### src/rtl/sprite_plane_defs.svh
// offsets, field positions and counts of the sprite plane fetch and format block
//
// Contract
// RULE1: colour standard bit picks conversion coefficients, 0 standard-definition, 1 high-definition; ignored for RGB.
// RULE2: byte order field unpacks a 4:2:2 word in one of four byte arrangements.
// RULE3: byte order field is ignored unless the source is packed 4:2:2.
// RULE4: rotation bit set turns the plane half a revolution; clear leaves it unrotated.
// RULE5: software points the offset at the lower right corner when rotating.
// RULE6: pacing bit clear requests whenever buffer has room; set requests in bursts.
// RULE7: layout bit clear means linear surface, set means X-tiled surface.
// RULE8: tiled layout takes tile pitch from line pitch and reinterprets base and start.
// RULE9: destination key shows sprite where primary pixel matches key, else primary unchanged.
// RULE10: software never enables destination and source keying together.
// RULE11: first pixel address is surface base plus the linear byte offset.
// RULE12: software aligns the offset to a pixel, or pixel pair for 4:2:2.
// RULE13: under rotation software sets offset to the last pixel of the last line.
// RULE14: linear offset is ignored whenever tiled layout is selected.
// RULE15: written offset waits and takes effect at vertical blank or with pipe off.
// RULE16: destination compare uses key value; a zero mask bit ignores that bit.
// RULE17: source format code zero means packed 4:2:2 with separate byte order.
// RULE18: rotation fetches from the lower right corner with decreasing addresses.
`ifndef SPRITE_PLANE_DEFS_SVH
`define SPRITE_PLANE_DEFS_SVH

// ****************************************
// register map
// ****************************************
`define CTRL_ADDR      20'h73180
`define PAN_ADDR       20'h73184
`define STAT_ADDR      20'h731a0
`define CTRL_RESET     32'h00000000
`define PAN_RESET      32'h00000000
`define CTRL_WMASK     32'h0c5fc404

// ****************************************
// control fields
// ****************************************
`define FMT_HI         27
`define FMT_LO         26
`define SRC_KEY_BIT    22
`define CONV_OFF_BIT   19
`define STD_BIT        18
`define ORDER_HI       17
`define ORDER_LO       16
`define ROT_BIT        15
`define PACE_BIT       14
`define TILED_BIT      10
`define DKEY_BIT       2
`define FMT_YUV422     2'h0
`define FMT_BGRX       2'h2

// ****************************************
// fetch and tiling counts
// ****************************************
`define BURST_WORDS    8'h10
`define TILE_ROW_BYTES 32'h00000200
`define TILE_BYTES     32'h00001000
`define TILE_LINES     32'h00000008

`endif

### src/rtl/sprite_plane_pkg.sv
// types shared by the sprite plane fetch and format block
package sprite_plane_pkg;

   typedef enum logic [1:0] {
      F_IDLE  = 2'h0,
      F_RUN   = 2'h1,
      F_BURST = 2'h3
   } fetch_state_t;

   typedef struct packed {
      logic        wr;
      logic        rd;
      logic [19:0] addr;
      logic [31:0] wdata;
   } reg_req_t;

   typedef struct packed {
      logic [1:0]  hit;
      logic [23:0] p1;
      logic [23:0] p0;
   } pix_pair_t;

   typedef struct packed {
      logic [31:0]  ctrl;
      logic [31:0]  off_pend;
      logic [31:0]  off_act;
      logic         pend;
      logic [31:0]  rdata;
      fetch_state_t fst;
      logic [11:0]  xw;
      logic [11:0]  y;
      logic [7:0]   burst_left;
      logic         req;
      logic [31:0]  req_addr;
      logic         out_valid;
      logic [1:0]   out_n;
      pix_pair_t    out;
   } sprite_state_t;

endpackage : sprite_plane_pkg

### src/rtl/pixel_unpack.sv
// unpacks one source word into a pixel pair and converts 4:2:2 to rgb
`timescale 1ns/1ps
`default_nettype none
`include "sprite_plane_defs.svh"
module pixel_unpack (
   input  wire logic [31:0] word,
   input  wire logic [31:0] ctrl,
   output logic      [23:0] px0,
   output logic      [23:0] px1,
   output logic      [1:0]  n_pix
);

   // ****************************************
   // helpers
   // ****************************************
   function automatic logic [7:0] clamp8(input logic signed [19:0] v);
      if (v < 20'sd0) begin
         return 8'h00;
      end
      if (v > 20'sd255) begin
         return 8'hff;
      end
      return v[7:0];
   endfunction : clamp8

   // coefficients in 1/256 steps
   function automatic logic [23:0] to_rgb(input logic [7:0] y, input logic [7:0] u,
                                          input logic [7:0] v, input logic hd);
      logic signed [19:0] ys;
      logic signed [19:0] us;
      logic signed [19:0] vs;
      logic signed [19:0] kr;
      logic signed [19:0] kgu;
      logic signed [19:0] kgv;
      logic signed [19:0] kb;
      ys  = $signed({12'h000, y}) * 20'sd256;
      us  = $signed({12'h000, u}) - 20'sd128;
      vs  = $signed({12'h000, v}) - 20'sd128;
      kr  = hd ? 20'sd403 : 20'sd359;
      kgu = hd ? 20'sd48  : 20'sd88;
      kgv = hd ? 20'sd120 : 20'sd183;
      kb  = hd ? 20'sd475 : 20'sd454;
      return {clamp8((ys + kr * vs) >>> 8),
              clamp8((ys - kgu * us - kgv * vs) >>> 8),
              clamp8((ys + kb * us) >>> 8)};
   endfunction : to_rgb

   // ****************************************
   // unpack and convert
   // ****************************************
   always_comb begin
      logic [7:0] y1;
      logic [7:0] y2;
      logic [7:0] u;
      logic [7:0] v;
      y1 = word[7:0];
      y2 = word[23:16];
      u  = word[15:8];
      v  = word[31:24];
      case (ctrl[`ORDER_HI:`ORDER_LO]) // see RULE2
         2'h0: begin y1 = word[7:0];   u = word[15:8]; y2 = word[23:16]; v = word[31:24]; end
         2'h1: begin u  = word[7:0];   y1 = word[15:8]; v = word[23:16]; y2 = word[31:24]; end
         2'h2: begin y1 = word[7:0];   v = word[15:8]; y2 = word[23:16]; u = word[31:24]; end
         default: begin v = word[7:0]; y1 = word[15:8]; u = word[23:16]; y2 = word[31:24]; end
      endcase
      px0   = word[23:0];
      px1   = 24'h000000;
      n_pix = 2'h1;
      // byte order only matters for code zero; rgb passes untouched
      if (ctrl[`FMT_HI:`FMT_LO] == `FMT_YUV422) begin // see RULE3 see RULE17
         n_pix = 2'h2;
         if (ctrl[`CONV_OFF_BIT]) begin
            px0 = {v, y1, u};
            px1 = {v, y2, u};
         end else begin
            px0 = to_rgb(y1, u, v, ctrl[`STD_BIT]); // see RULE1
            px1 = to_rgb(y2, u, v, ctrl[`STD_BIT]);
         end
      end
   end

endmodule : pixel_unpack
`default_nettype wire

### src/rtl/sprite_plane_fetch_format.sv
// sprite plane control, fetch address generation and pixel formatting
`timescale 1ns/1ps
`default_nettype none
`include "sprite_plane_defs.svh"
module sprite_plane_fetch_format (
   input  wire logic                        clk,
   input  wire logic                        reset_n,
   input  wire sprite_plane_pkg::reg_req_t  reg_req,
   output logic                      [31:0] reg_rdata,
   input  wire logic                        vblank_start,
   input  wire logic                        pipe_enable,
   input  wire logic                        line_start,
   input  wire logic                 [31:0] surface_base,
   input  wire logic                 [14:0] line_pitch,
   input  wire logic                 [11:0] line_words,
   input  wire logic                 [11:0] frame_lines,
   input  wire logic                 [23:0] key_compare_value,
   input  wire logic                 [23:0] key_compare_mask,
   input  wire logic                 [7:0]  buffer_space,
   output logic                             fetch_req,
   output logic                      [31:0] fetch_addr,
   input  wire logic                        pix_valid,
   input  wire logic                 [31:0] pix_word,
   input  wire logic                 [47:0] primary_pair,
   output logic                             out_valid,
   output logic                      [1:0]  out_count,
   output sprite_plane_pkg::pix_pair_t      out_pair
);

   sprite_plane_pkg::sprite_state_t s_q;
   sprite_plane_pkg::sprite_state_t s_d;

   logic [23:0] px0;
   logic [23:0] px1;
   logic [1:0]  n_pix;

   // ****************************************
   // helpers
   // ****************************************
   function automatic logic key_hit(input logic [23:0] prim, input logic [23:0] kv,
                                    input logic [23:0] km);
      return ((prim ^ kv) & km) == 24'h000000; // see RULE16
   endfunction : key_hit

   // byte address of word x on line y, linear or X-tiled
   function automatic logic [31:0] word_addr(input logic [31:0] ctrl, input logic [31:0] base,
                                             input logic [31:0] off, input logic [14:0] pitch,
                                             input logic [11:0] xw, input logic [11:0] y,
                                             input logic [11:0] nw, input logic [11:0] nl);
      logic [31:0] xb;
      logic [31:0] yl;
      logic [31:0] lin;
      xb  = {18'h0, xw, 2'h0};
      yl  = {20'h0, y} * {17'h0, pitch};
      lin = ctrl[`ROT_BIT] ? (base + off - yl - xb) : (base + off + yl + xb); // see RULE11 see RULE18
      if (ctrl[`TILED_BIT]) begin // see RULE7 see RULE14
         // tiled ignores the pan offset; rotation mirrors the coordinates instead
         if (ctrl[`ROT_BIT]) begin
            xb = {18'h0, nw - 12'h001 - xw, 2'h0};
            yl = {20'h00000, nl - 12'h001 - y};
         end else begin
            yl = {20'h00000, y};
         end
         // tile row pitch comes from the line pitch register
         return base + (yl / `TILE_LINES) * {17'h0, pitch} * `TILE_LINES // see RULE8
                + (xb / `TILE_ROW_BYTES) * `TILE_BYTES
                + (yl % `TILE_LINES) * `TILE_ROW_BYTES + (xb % `TILE_ROW_BYTES);
      end
      return lin;
   endfunction : word_addr

   // ****************************************
   // pixel conversion
   // ****************************************
   pixel_unpack u_unpack (
      .word  (pix_word),
      .ctrl  (s_q.ctrl),
      .px0   (px0),
      .px1   (px1),
      .n_pix (n_pix)
   );

   // ****************************************
   // next state
   // ****************************************
   always_comb begin
      logic [23:0] a;
      logic [23:0] b;
      logic        last;
      logic        grant;
      s_d = s_q;
      a = px0;
      b = px1;
      last  = s_q.xw == line_words - 12'h001;
      grant = 1'b0;
      s_d.req = 1'b0;
      s_d.out_valid = 1'b0;

      // register port
      if (reg_req.wr && reg_req.addr == `CTRL_ADDR) begin
         s_d.ctrl = reg_req.wdata & `CTRL_WMASK;
      end
      if (reg_req.wr && reg_req.addr == `PAN_ADDR) begin
         s_d.off_pend = reg_req.wdata;
         s_d.pend = 1'b1;
      end
      if (reg_req.rd) begin
         case (reg_req.addr)
            `CTRL_ADDR: s_d.rdata = s_q.ctrl;
            `PAN_ADDR:  s_d.rdata = s_q.off_pend;
            `STAT_ADDR: s_d.rdata = {29'h0, s_q.fst == sprite_plane_pkg::F_BURST,
                                     s_q.fst != sprite_plane_pkg::F_IDLE, s_q.pend};
            default:    s_d.rdata = 32'h00000000;
         endcase
      end

      // pending offset lands at blank, or at once with the pipe off
      if (vblank_start || !pipe_enable) begin // see RULE15
         s_d.off_act = s_d.off_pend;
         s_d.pend = 1'b0;
      end
      if (vblank_start) begin
         s_d.y = 12'h000;
      end

      // fetch pacing
      case (s_q.fst)
         sprite_plane_pkg::F_IDLE: begin
            if (line_start && pipe_enable) begin
               s_d.xw = 12'h000;
               s_d.fst = sprite_plane_pkg::F_RUN;
            end
         end
         sprite_plane_pkg::F_RUN: begin
            if (!s_q.ctrl[`PACE_BIT]) begin
               grant = buffer_space != 8'h00; // see RULE6
            end else if (buffer_space >= `BURST_WORDS) begin
               s_d.fst = sprite_plane_pkg::F_BURST; // see RULE6
               s_d.burst_left = `BURST_WORDS;
            end
         end
         sprite_plane_pkg::F_BURST: begin
            grant = 1'b1;
            s_d.burst_left = s_q.burst_left - 8'h01;
            if (s_q.burst_left == 8'h01) begin
               s_d.fst = sprite_plane_pkg::F_RUN;
            end
         end
         default: s_d.fst = sprite_plane_pkg::F_IDLE;
      endcase
      if (grant) begin
         s_d.req = 1'b1;
         s_d.req_addr = word_addr(s_q.ctrl, surface_base, s_q.off_act, line_pitch,
                                  s_q.xw, s_q.y, line_words, frame_lines);
         s_d.xw = s_q.xw + 12'h001;
         if (last) begin
            s_d.fst = sprite_plane_pkg::F_IDLE;
            s_d.y = s_q.y + 12'h001;
         end
      end
      if (!pipe_enable) begin
         s_d.fst = sprite_plane_pkg::F_IDLE;
      end

      // pixel path: words arrive in fetch order, so rotation swaps the pair
      if (pix_valid) begin
         if (s_q.ctrl[`ROT_BIT] && n_pix == 2'h2) begin // see RULE4
            a = px1;
            b = px0;
         end
         s_d.out_valid = 1'b1;
         s_d.out_n = n_pix;
         s_d.out.hit = 2'h3;
         s_d.out.p0 = a;
         s_d.out.p1 = b;
         if (s_q.ctrl[`DKEY_BIT]) begin // see RULE9
            s_d.out.hit[0] = key_hit(primary_pair[23:0], key_compare_value, key_compare_mask);
            s_d.out.hit[1] = key_hit(primary_pair[47:24], key_compare_value, key_compare_mask);
            s_d.out.p0 = s_d.out.hit[0] ? a : primary_pair[23:0];
            s_d.out.p1 = s_d.out.hit[1] ? b : primary_pair[47:24];
         end
      end
   end

   // ****************************************
   // state register
   // ****************************************
   always_ff @(posedge clk or negedge reset_n) begin
      if (!reset_n) begin
         s_q <= '0;
         s_q.ctrl <= `CTRL_RESET;
         s_q.off_pend <= `PAN_RESET;
         s_q.off_act <= `PAN_RESET;
         s_q.fst <= sprite_plane_pkg::F_IDLE;
      end else begin
         s_q <= s_d;
      end
   end

   assign reg_rdata  = s_q.rdata;
   assign fetch_req  = s_q.req;
   assign fetch_addr = s_q.req_addr;
   assign out_valid  = s_q.out_valid;
   assign out_count  = s_q.out_n;
   assign out_pair   = s_q.out;
endmodule : sprite_plane_fetch_format
`default_nettype wire

### config.mk
export PLATFORM = sky130hd
export DESIGN_NAME = sprite_plane_fetch_format
export DESIGN_NICKNAME = d
export VERILOG_FILES = /design/src/rtl/sprite_plane_pkg.sv /design/src/rtl/pixel_unpack.sv /design/src/rtl/sprite_plane_fetch_format.sv
export VERILOG_INCLUDE_DIRS = /design/src /design/src/rtl
export SDC_FILE = /design/constraint.sdc
export NUM_CORES = 2
export LEC_CHECK = 0
export ABC_AREA = 1
export BUFFER_PORTS_ARGS = -buffer_cell sky130_fd_sc_hd__buf_2
export CAP_MARGIN = 30
export CORE_MARGIN = 2
export CORE_UTILIZATION = 40
export CTS_CLUSTER_SIZE = 24
export DETAILED_ROUTE_END_ITERATION = 8
export SLEW_MARGIN = 40
export SYNTH_ARGS = -nofsm -noshare
export SYNTH_HDL_FRONTEND = slang
export SYNTH_SLANG_ARGS = --single-unit
### constraint.sdc
create_clock -name clk -period 22.3 [get_ports clk]
set_input_delay 4.46 -clock clk [delete_from_list [all_inputs] [get_ports clk]]
set_output_delay 4.46 -clock clk [all_outputs]
set_load 0.02 [all_outputs]
-- Word-level counts from Yosys, hierarchy flattened
Cells that the tools add are included.
- $add $sub $neg: 26
- $mul: 6
- magnitude comparators: 13
- equality and inequality tests: 12
- multiplexer cells: 117
- bitwise operators: 4
- reductions and logical operators: 20
- operators with widths (kind ; count):
    8-bit two-way mux ; 30
    24-bit two-way mux ; 8
    32-bit two-way mux ; 6
    32-bit adder ; 3
    32-bit one-hot mux with 3 select lines ; 1
    12-bit by 9-bit > comparator with 1-bit output (second input constant) ; 6
    12-bit by 1-bit < comparator with 1-bit output (second input constant) ; 6
    20-bit by 19-bit == test with 1-bit output (second input constant) ; 3
    29-bit two-way mux ; 2
    53-bit two-way mux ; 1
    50-bit two-way mux ; 1
    24-bit bitwise AND ; 2
    24-bit logical NOT ; 2
    12-bit two-way mux ; 4
    8-bit one-hot mux with 3 select lines ; 2
    24-bit bitwise XOR ; 2
    1-bit two-way mux ; 47
    17-bit by 19-bit adder with 20-bit output ; 2
    17-bit by 20-bit adder with 20-bit output ; 2
    20-bit by 20-bit multiplier with 20-bit output ; 2
    17-bit by 20-bit subtractor with 20-bit output ; 2
    20-bit subtractor ; 2
    33-bit two-way mux ; 1
    32-bit by 12-bit adder with 32-bit output ; 1
    37 further kinds ; 60
- register bits: 229
- input port bits: 267
- output and inout bits: 118
- word-level logic and storage cells: 214

-- Logic depth before layout (Yosys ltp)
- depth in word-level cells: 21
- depth in mapped cells: 57
- gate-level depth less buffers: 56

-- Cells and area by module
A second synthesis with hierarchy kept.
- cells, all modules: 6120
- area, all modules: 44265.0 um^2
- modules (own cells, without submodules) (module ; times used ; cells an instance ; area each (um^2) ; seq. area each (um^2)):
    sprite_plane_fetch_format ; 1 ; 4334 ; 31964.4 ; 5730.5
    pixel_unpack ; 1 ; 1786 ; 12300.5 ; 0.0

-- Worst setup path after synthesis
OpenSTA, ideal clock, no wires.
- path kind: input-to-reg
- from: input port frame_lines[0]
- to: register s_q, in the netlist fetch_addr[28]
- setup time: 138 ps
- arrival time: 12917 ps
- required time: 22162 ps
- setup slack: 9245 ps
- stages: 54
- buffers on the path: 0
- cells stage by stage: ha_1 > inv_1 > fa_1 > o21ai_0 > nand2_1 > nand2_1 > a21oi_1 > nor2_1 > nor2_1 > o21bai_1 > nand2_1 > nand2_1 > a21oi_1 > xor2_1 > nand2_1 > o21ai_1 > clkinv_1 > nand2_1 > [18 not listed] > a21oi_1 > o21ai_0 > a21boi_0 > o21ai_0 > nand2_1 > nand2_1 > xor2_1 > ha_1 > ha_1 > nand2_1 > nor2_1 > nand2_1 > nor4_1 > nand2_1 > o211ai_1 > a21oi_1 > o21ai_0 > a31oi_1
- word-level cells in the longest chain between the ends: 12
- RTL lines (element ; line ; source):
    start, declared ; sprite_plane_fetch_format.sv:16 ; input wire logic [11:0] frame_lines,
    12-bit by 1-bit subtractor with 12-bit output (*) ; sprite_plane_fetch_format.sv:60 ; yl = {20'h00000, nl - 12'h001 - y};
    12-bit subtractor (*) ; sprite_plane_fetch_format.sv:60 ;
    12-bit two-way mux (*) ; sprite_plane_fetch_format.sv:58 ; if (ctrl[`ROT_BIT]) begin
    32-bit two-way mux (*) ; sprite_plane_fetch_format.sv:56 ; if (ctrl[`TILED_BIT]) begin
    32-bit two-way mux (*) ; sprite_plane_fetch_format.sv:151 ; if (grant) begin
    29-bit by 15-bit multiplier with 29-bit output ; sprite_plane_fetch_format.sv:65 ; return base + (yl / `TILE_LINES) * {17'h0, pitch} * `TILE_LINES
    32-bit adder (no source line) (2 in a row) ; n/a ;
    32-bit by 12-bit adder with 32-bit output (no source line) (*) ; n/a ;
    32-bit by 9-bit adder with 32-bit output (*) ; sprite_plane_fetch_format.sv:65 ;
    32-bit two-way mux (*) ; sprite_plane_fetch_format.sv:56 ;
    32-bit two-way mux (*) ; sprite_plane_fetch_format.sv:69 ; return lin;
    end, declared ; sprite_plane_fetch_format.sv:30 ; sprite_plane_pkg::sprite_state_t s_q;
Mark *: on every way between the ends. The rest lies on a longest branch, timed or not. The select of a mux whose other input is x is not followed.
A chain may end at the register's enable or synchronous reset.

-- Worst setup path in the final report
- from: input port frame_lines[0]
- to: register s_q, in the netlist fetch_addr[29]
Same word-level chain as after synthesis.

==> flow_summary.yaml <==
logic_synthesis:
  synth.avg_cell_area_um2: 7.19
  yosys_warnings: 0
  ys_types: 65
  synth-edff-count: 0
  async_flop_share: 1.00
  ys_ff_latch: 229
  yosysSeqAreaShare: 0.131
  ys.flop_type: "dfrtp_1"
  syn_inst: 6093
  netlist_area_um2: 43800
power_and_ir_drop:
  seqPwrFrac: 0.112
  p_int_uw: 2030
  peakVddDrop_mv: 0.131
  p_comb_frac: 0.770
  p_per_area_nw_per_um2: 97.3
  p_sw_uw: 2590
  netSwitchingFraction: 0.561
  p_leak_uw: 0.0261
  clkPwrFrac: 0.119
run:
  maxCapViolCount: 0
die:
  start_util: 0.403
  core_um2: 109000
  rows: 121
  die_h_um: 335
  die_w_um: 335
  die-area_um2: 112000
  io_pins: 385
finish:
  final_common_cell: "nand2_1"
  final_cells: 7723
  syn2layout_area_growth_pct: 8.46
  drive_above_1_share: 0.101
  fin_nets: 7521
  layout_common_cells: "1,383 x nand2_1, 1,092 x inv_1, 601 x ha_1"
routing:
  met1_length_mm: 61.3
  wl_met2_mm: 73.2
  routed.top_layer: "met5"
  first_iter_violations: 2597
  via_count: 40300
  finalWirelength_mm: 150
  wl_met3_mm: 7.92
  ant_nets: 0
  drc_errors: 0
  dr.pass1.iters: 6
  routed_via_density: 5.21
  wl_per_cell_um: 19.4
sta:
  skew_ns: 0.0490
  hold_viol: 0
  report.final.slew_viol_count: 0
  rsz0062_at_grt: "false"
  setup-violations-final: 0
  worst_pin_slew_ns: 0.866
  post-route-period-util: 0.632
  timing.final.crit_period_ns: 14.10
  final.setup.tns_ns: 0
  max-slew-margin-rel: 0.419
  fmax_mhz: 70.9
global_route:
  antenna_found_initial: 19
  grt-ovfl-total: 0
  grt_pass1_vias: 39900
  grt_max_degree: 121
  grt_use_total: 0.266
  grt_pass1_wl_mm: 231
placed_design:
  post-dp-hpwl_mm: 126
  dp_cells: 7656
  port_buffers: 384
  gp_congestion: 0.967
clocking:
  clock_tree.htree_level_count: 1
  cts_tree: "done"
  clock-sinks: 229
  cts.clk_slew.worst_paths_ns: 0.06
  cts.repair_timing.setup_buffer_count: 0
  clk_path_buf_depth: 3
  clk-insertion-delay-late_ns: 0.65
  holdBufCountCts: 0
  cts_root_buffer: "clkbuf_16"
  numCtsBuffers: 31
  cts_resized: 0
worst_setup_path:
  worst_setup_path_start_kind: "input port"
  worst-path-max-fanout: 10
  crit_top_cell: "nand2_1"
  worstPathArrival_ns: 14.64
  critPathSlowestCell: "fa_1"
  r2r-start: "s_q[97]"
  cp_slowest_stage_delay_ns: 0.54
  required_ns: 22.84
  endpoint_kind: "flop"
  startpoint: "frame_lines[0]"
  worstSetupPathType: "input port to flop"
min_path:
  hold_start: "out_pair[43]"
  hp-class: "flop to flop"
status:
  status: "finished clean"
synth_stat cells, types with 6 or more instances:
cell type,n,area [um^2]
nand3_1,211,1060
inv_2,10,37.5
clkbuf_1,143,537
a211oi_1,6,45.0
o21bai_1,26,195
o22ai_1,17,106
a31oi_1,43,269
o31ai_1,22,165
a21boi_0,10,75.1
or2_2,24,150
nor4_1,25,156
inv_1,1094,4110
dfrtp_1,229,5730
xnor2_1,68,596
nand4_1,30,188
nor2_1,403,1510
nor3_1,49,245
a21boi_1,8,60.1
o221ai_1,6,52.6
o211ai_1,20,150
mux2_2,46,518
and2_1,9,56.3
nand2_1,1384,5190
nand3_2,10,100
fa_1,378,7570
a21o_1,21,158
o21ai_1,30,150
buf_4,117,878
nand3b_1,9,67.6
xor2_1,157,1380
ha_1,601,7520
o21ai_0,324,1620
o21a_1,17,128
buf_1,12,45.0
clkinv_1,8,30.0
nand2_2,24,150
buf_2,12,60.1
a21oi_1,423,2120
layer usage:
layer	up-vias	track usage
met4	8	0.117
li1	19600	-
met2	1212	0.468
met3	251	0.0272
met1	19200	0.329
met5	-	0
cell type report:
class / count / area [um^2]
multi-input combinational: 4472 / 32400
fill: 11400 / 61200
timing repair buffer: 429 / 2300
clock buffer: 39 / 856
sequential: 229 / 5740
inverter: 1112 / 4170
tap: 1414 / 1770
clock inverter: 19 / 239
antenna: 9 / 22.5
per-stage QoR:
stage / cell area [um^2] / hold slack [ns] / setup slack, ns / power, uW / util
5_1_grt: 47500 / 0.497 / 7.28 / 5100 / 0.437
4_1_cts: 47500 / 0.474 / 8.25 / 4630 / 0.437
3_3_place_gp: 46300 / 0.456 / 7.66 / 4060 / 0.426
2_1_floorplan: 43800 / 0.449 / 9.25 / 3100 / -
3_5_place_dp: 46400 / 0.460 / 7.61 / 4050 / 0.427
6_report: 47500 / 0.467 / 8.20 / 4620 / 0.437
flip-flops by register name, indices dropped and copies added, names as in the netlist:
register	cells
s_q	111
out_valid	1
out_pair	50
fetch_addr	32
reg_rdata	32
out_count	2
fetch_req	1
worst max-delay path, delay by kind of cell:
family                   cells  cell delay [ns]
adder cells (fa/ha/maj)     11             4.25
AND/OR/NAND/NOR             23             2.50
AO/OA/AOI/OAI               13             2.17
buffers and inverters        7             0.91
XOR/XNOR                     2             0.33
cell families (layout without fill, tap and decap cells):
logic type / after synthesis / count (layout) / synth area share
AO/OA/AOI/OAI: 1010 / 1010 / 0.129
flip-flops: 229 / 229 / 0.131
multiplexers: 51 / 51 / 0.0130
XOR/XNOR: 226 / 226 / 0.0454
buffers and inverters: 1400 / 1599 / 0.131
AND/OR/NAND/NOR: 2196 / 2196 / 0.206
adder cells (fa/ha/maj): 979 / 979 / 0.345
other: 2 / 19 / 0.000171
worst paths after layout:
check	depth (start not counted)	to	slack (ns)
worst min register to register	2	out_pair[43]	0.47
max in group asynchronous	2	s_q[232]	17.50
worst max register to register	55	fetch_addr[29]	11.25
worst max-delay path	56	fetch_addr[29]	8.20
min in group asynchronous	1	fetch_addr[27]	3.72
worst min-delay path	2	out_pair[43]	0.47
power groups by stage:
stage	Combinational [uW]	Clock, uW	Sequential [uW]
finish	3560	548	517
global route	4000	576	523
CTS	3550	560	517
detailed placement	3520	0	523
global placement	3540	0	522
floorplan	2590	0	506
Power figures use the tool's default switching activity.
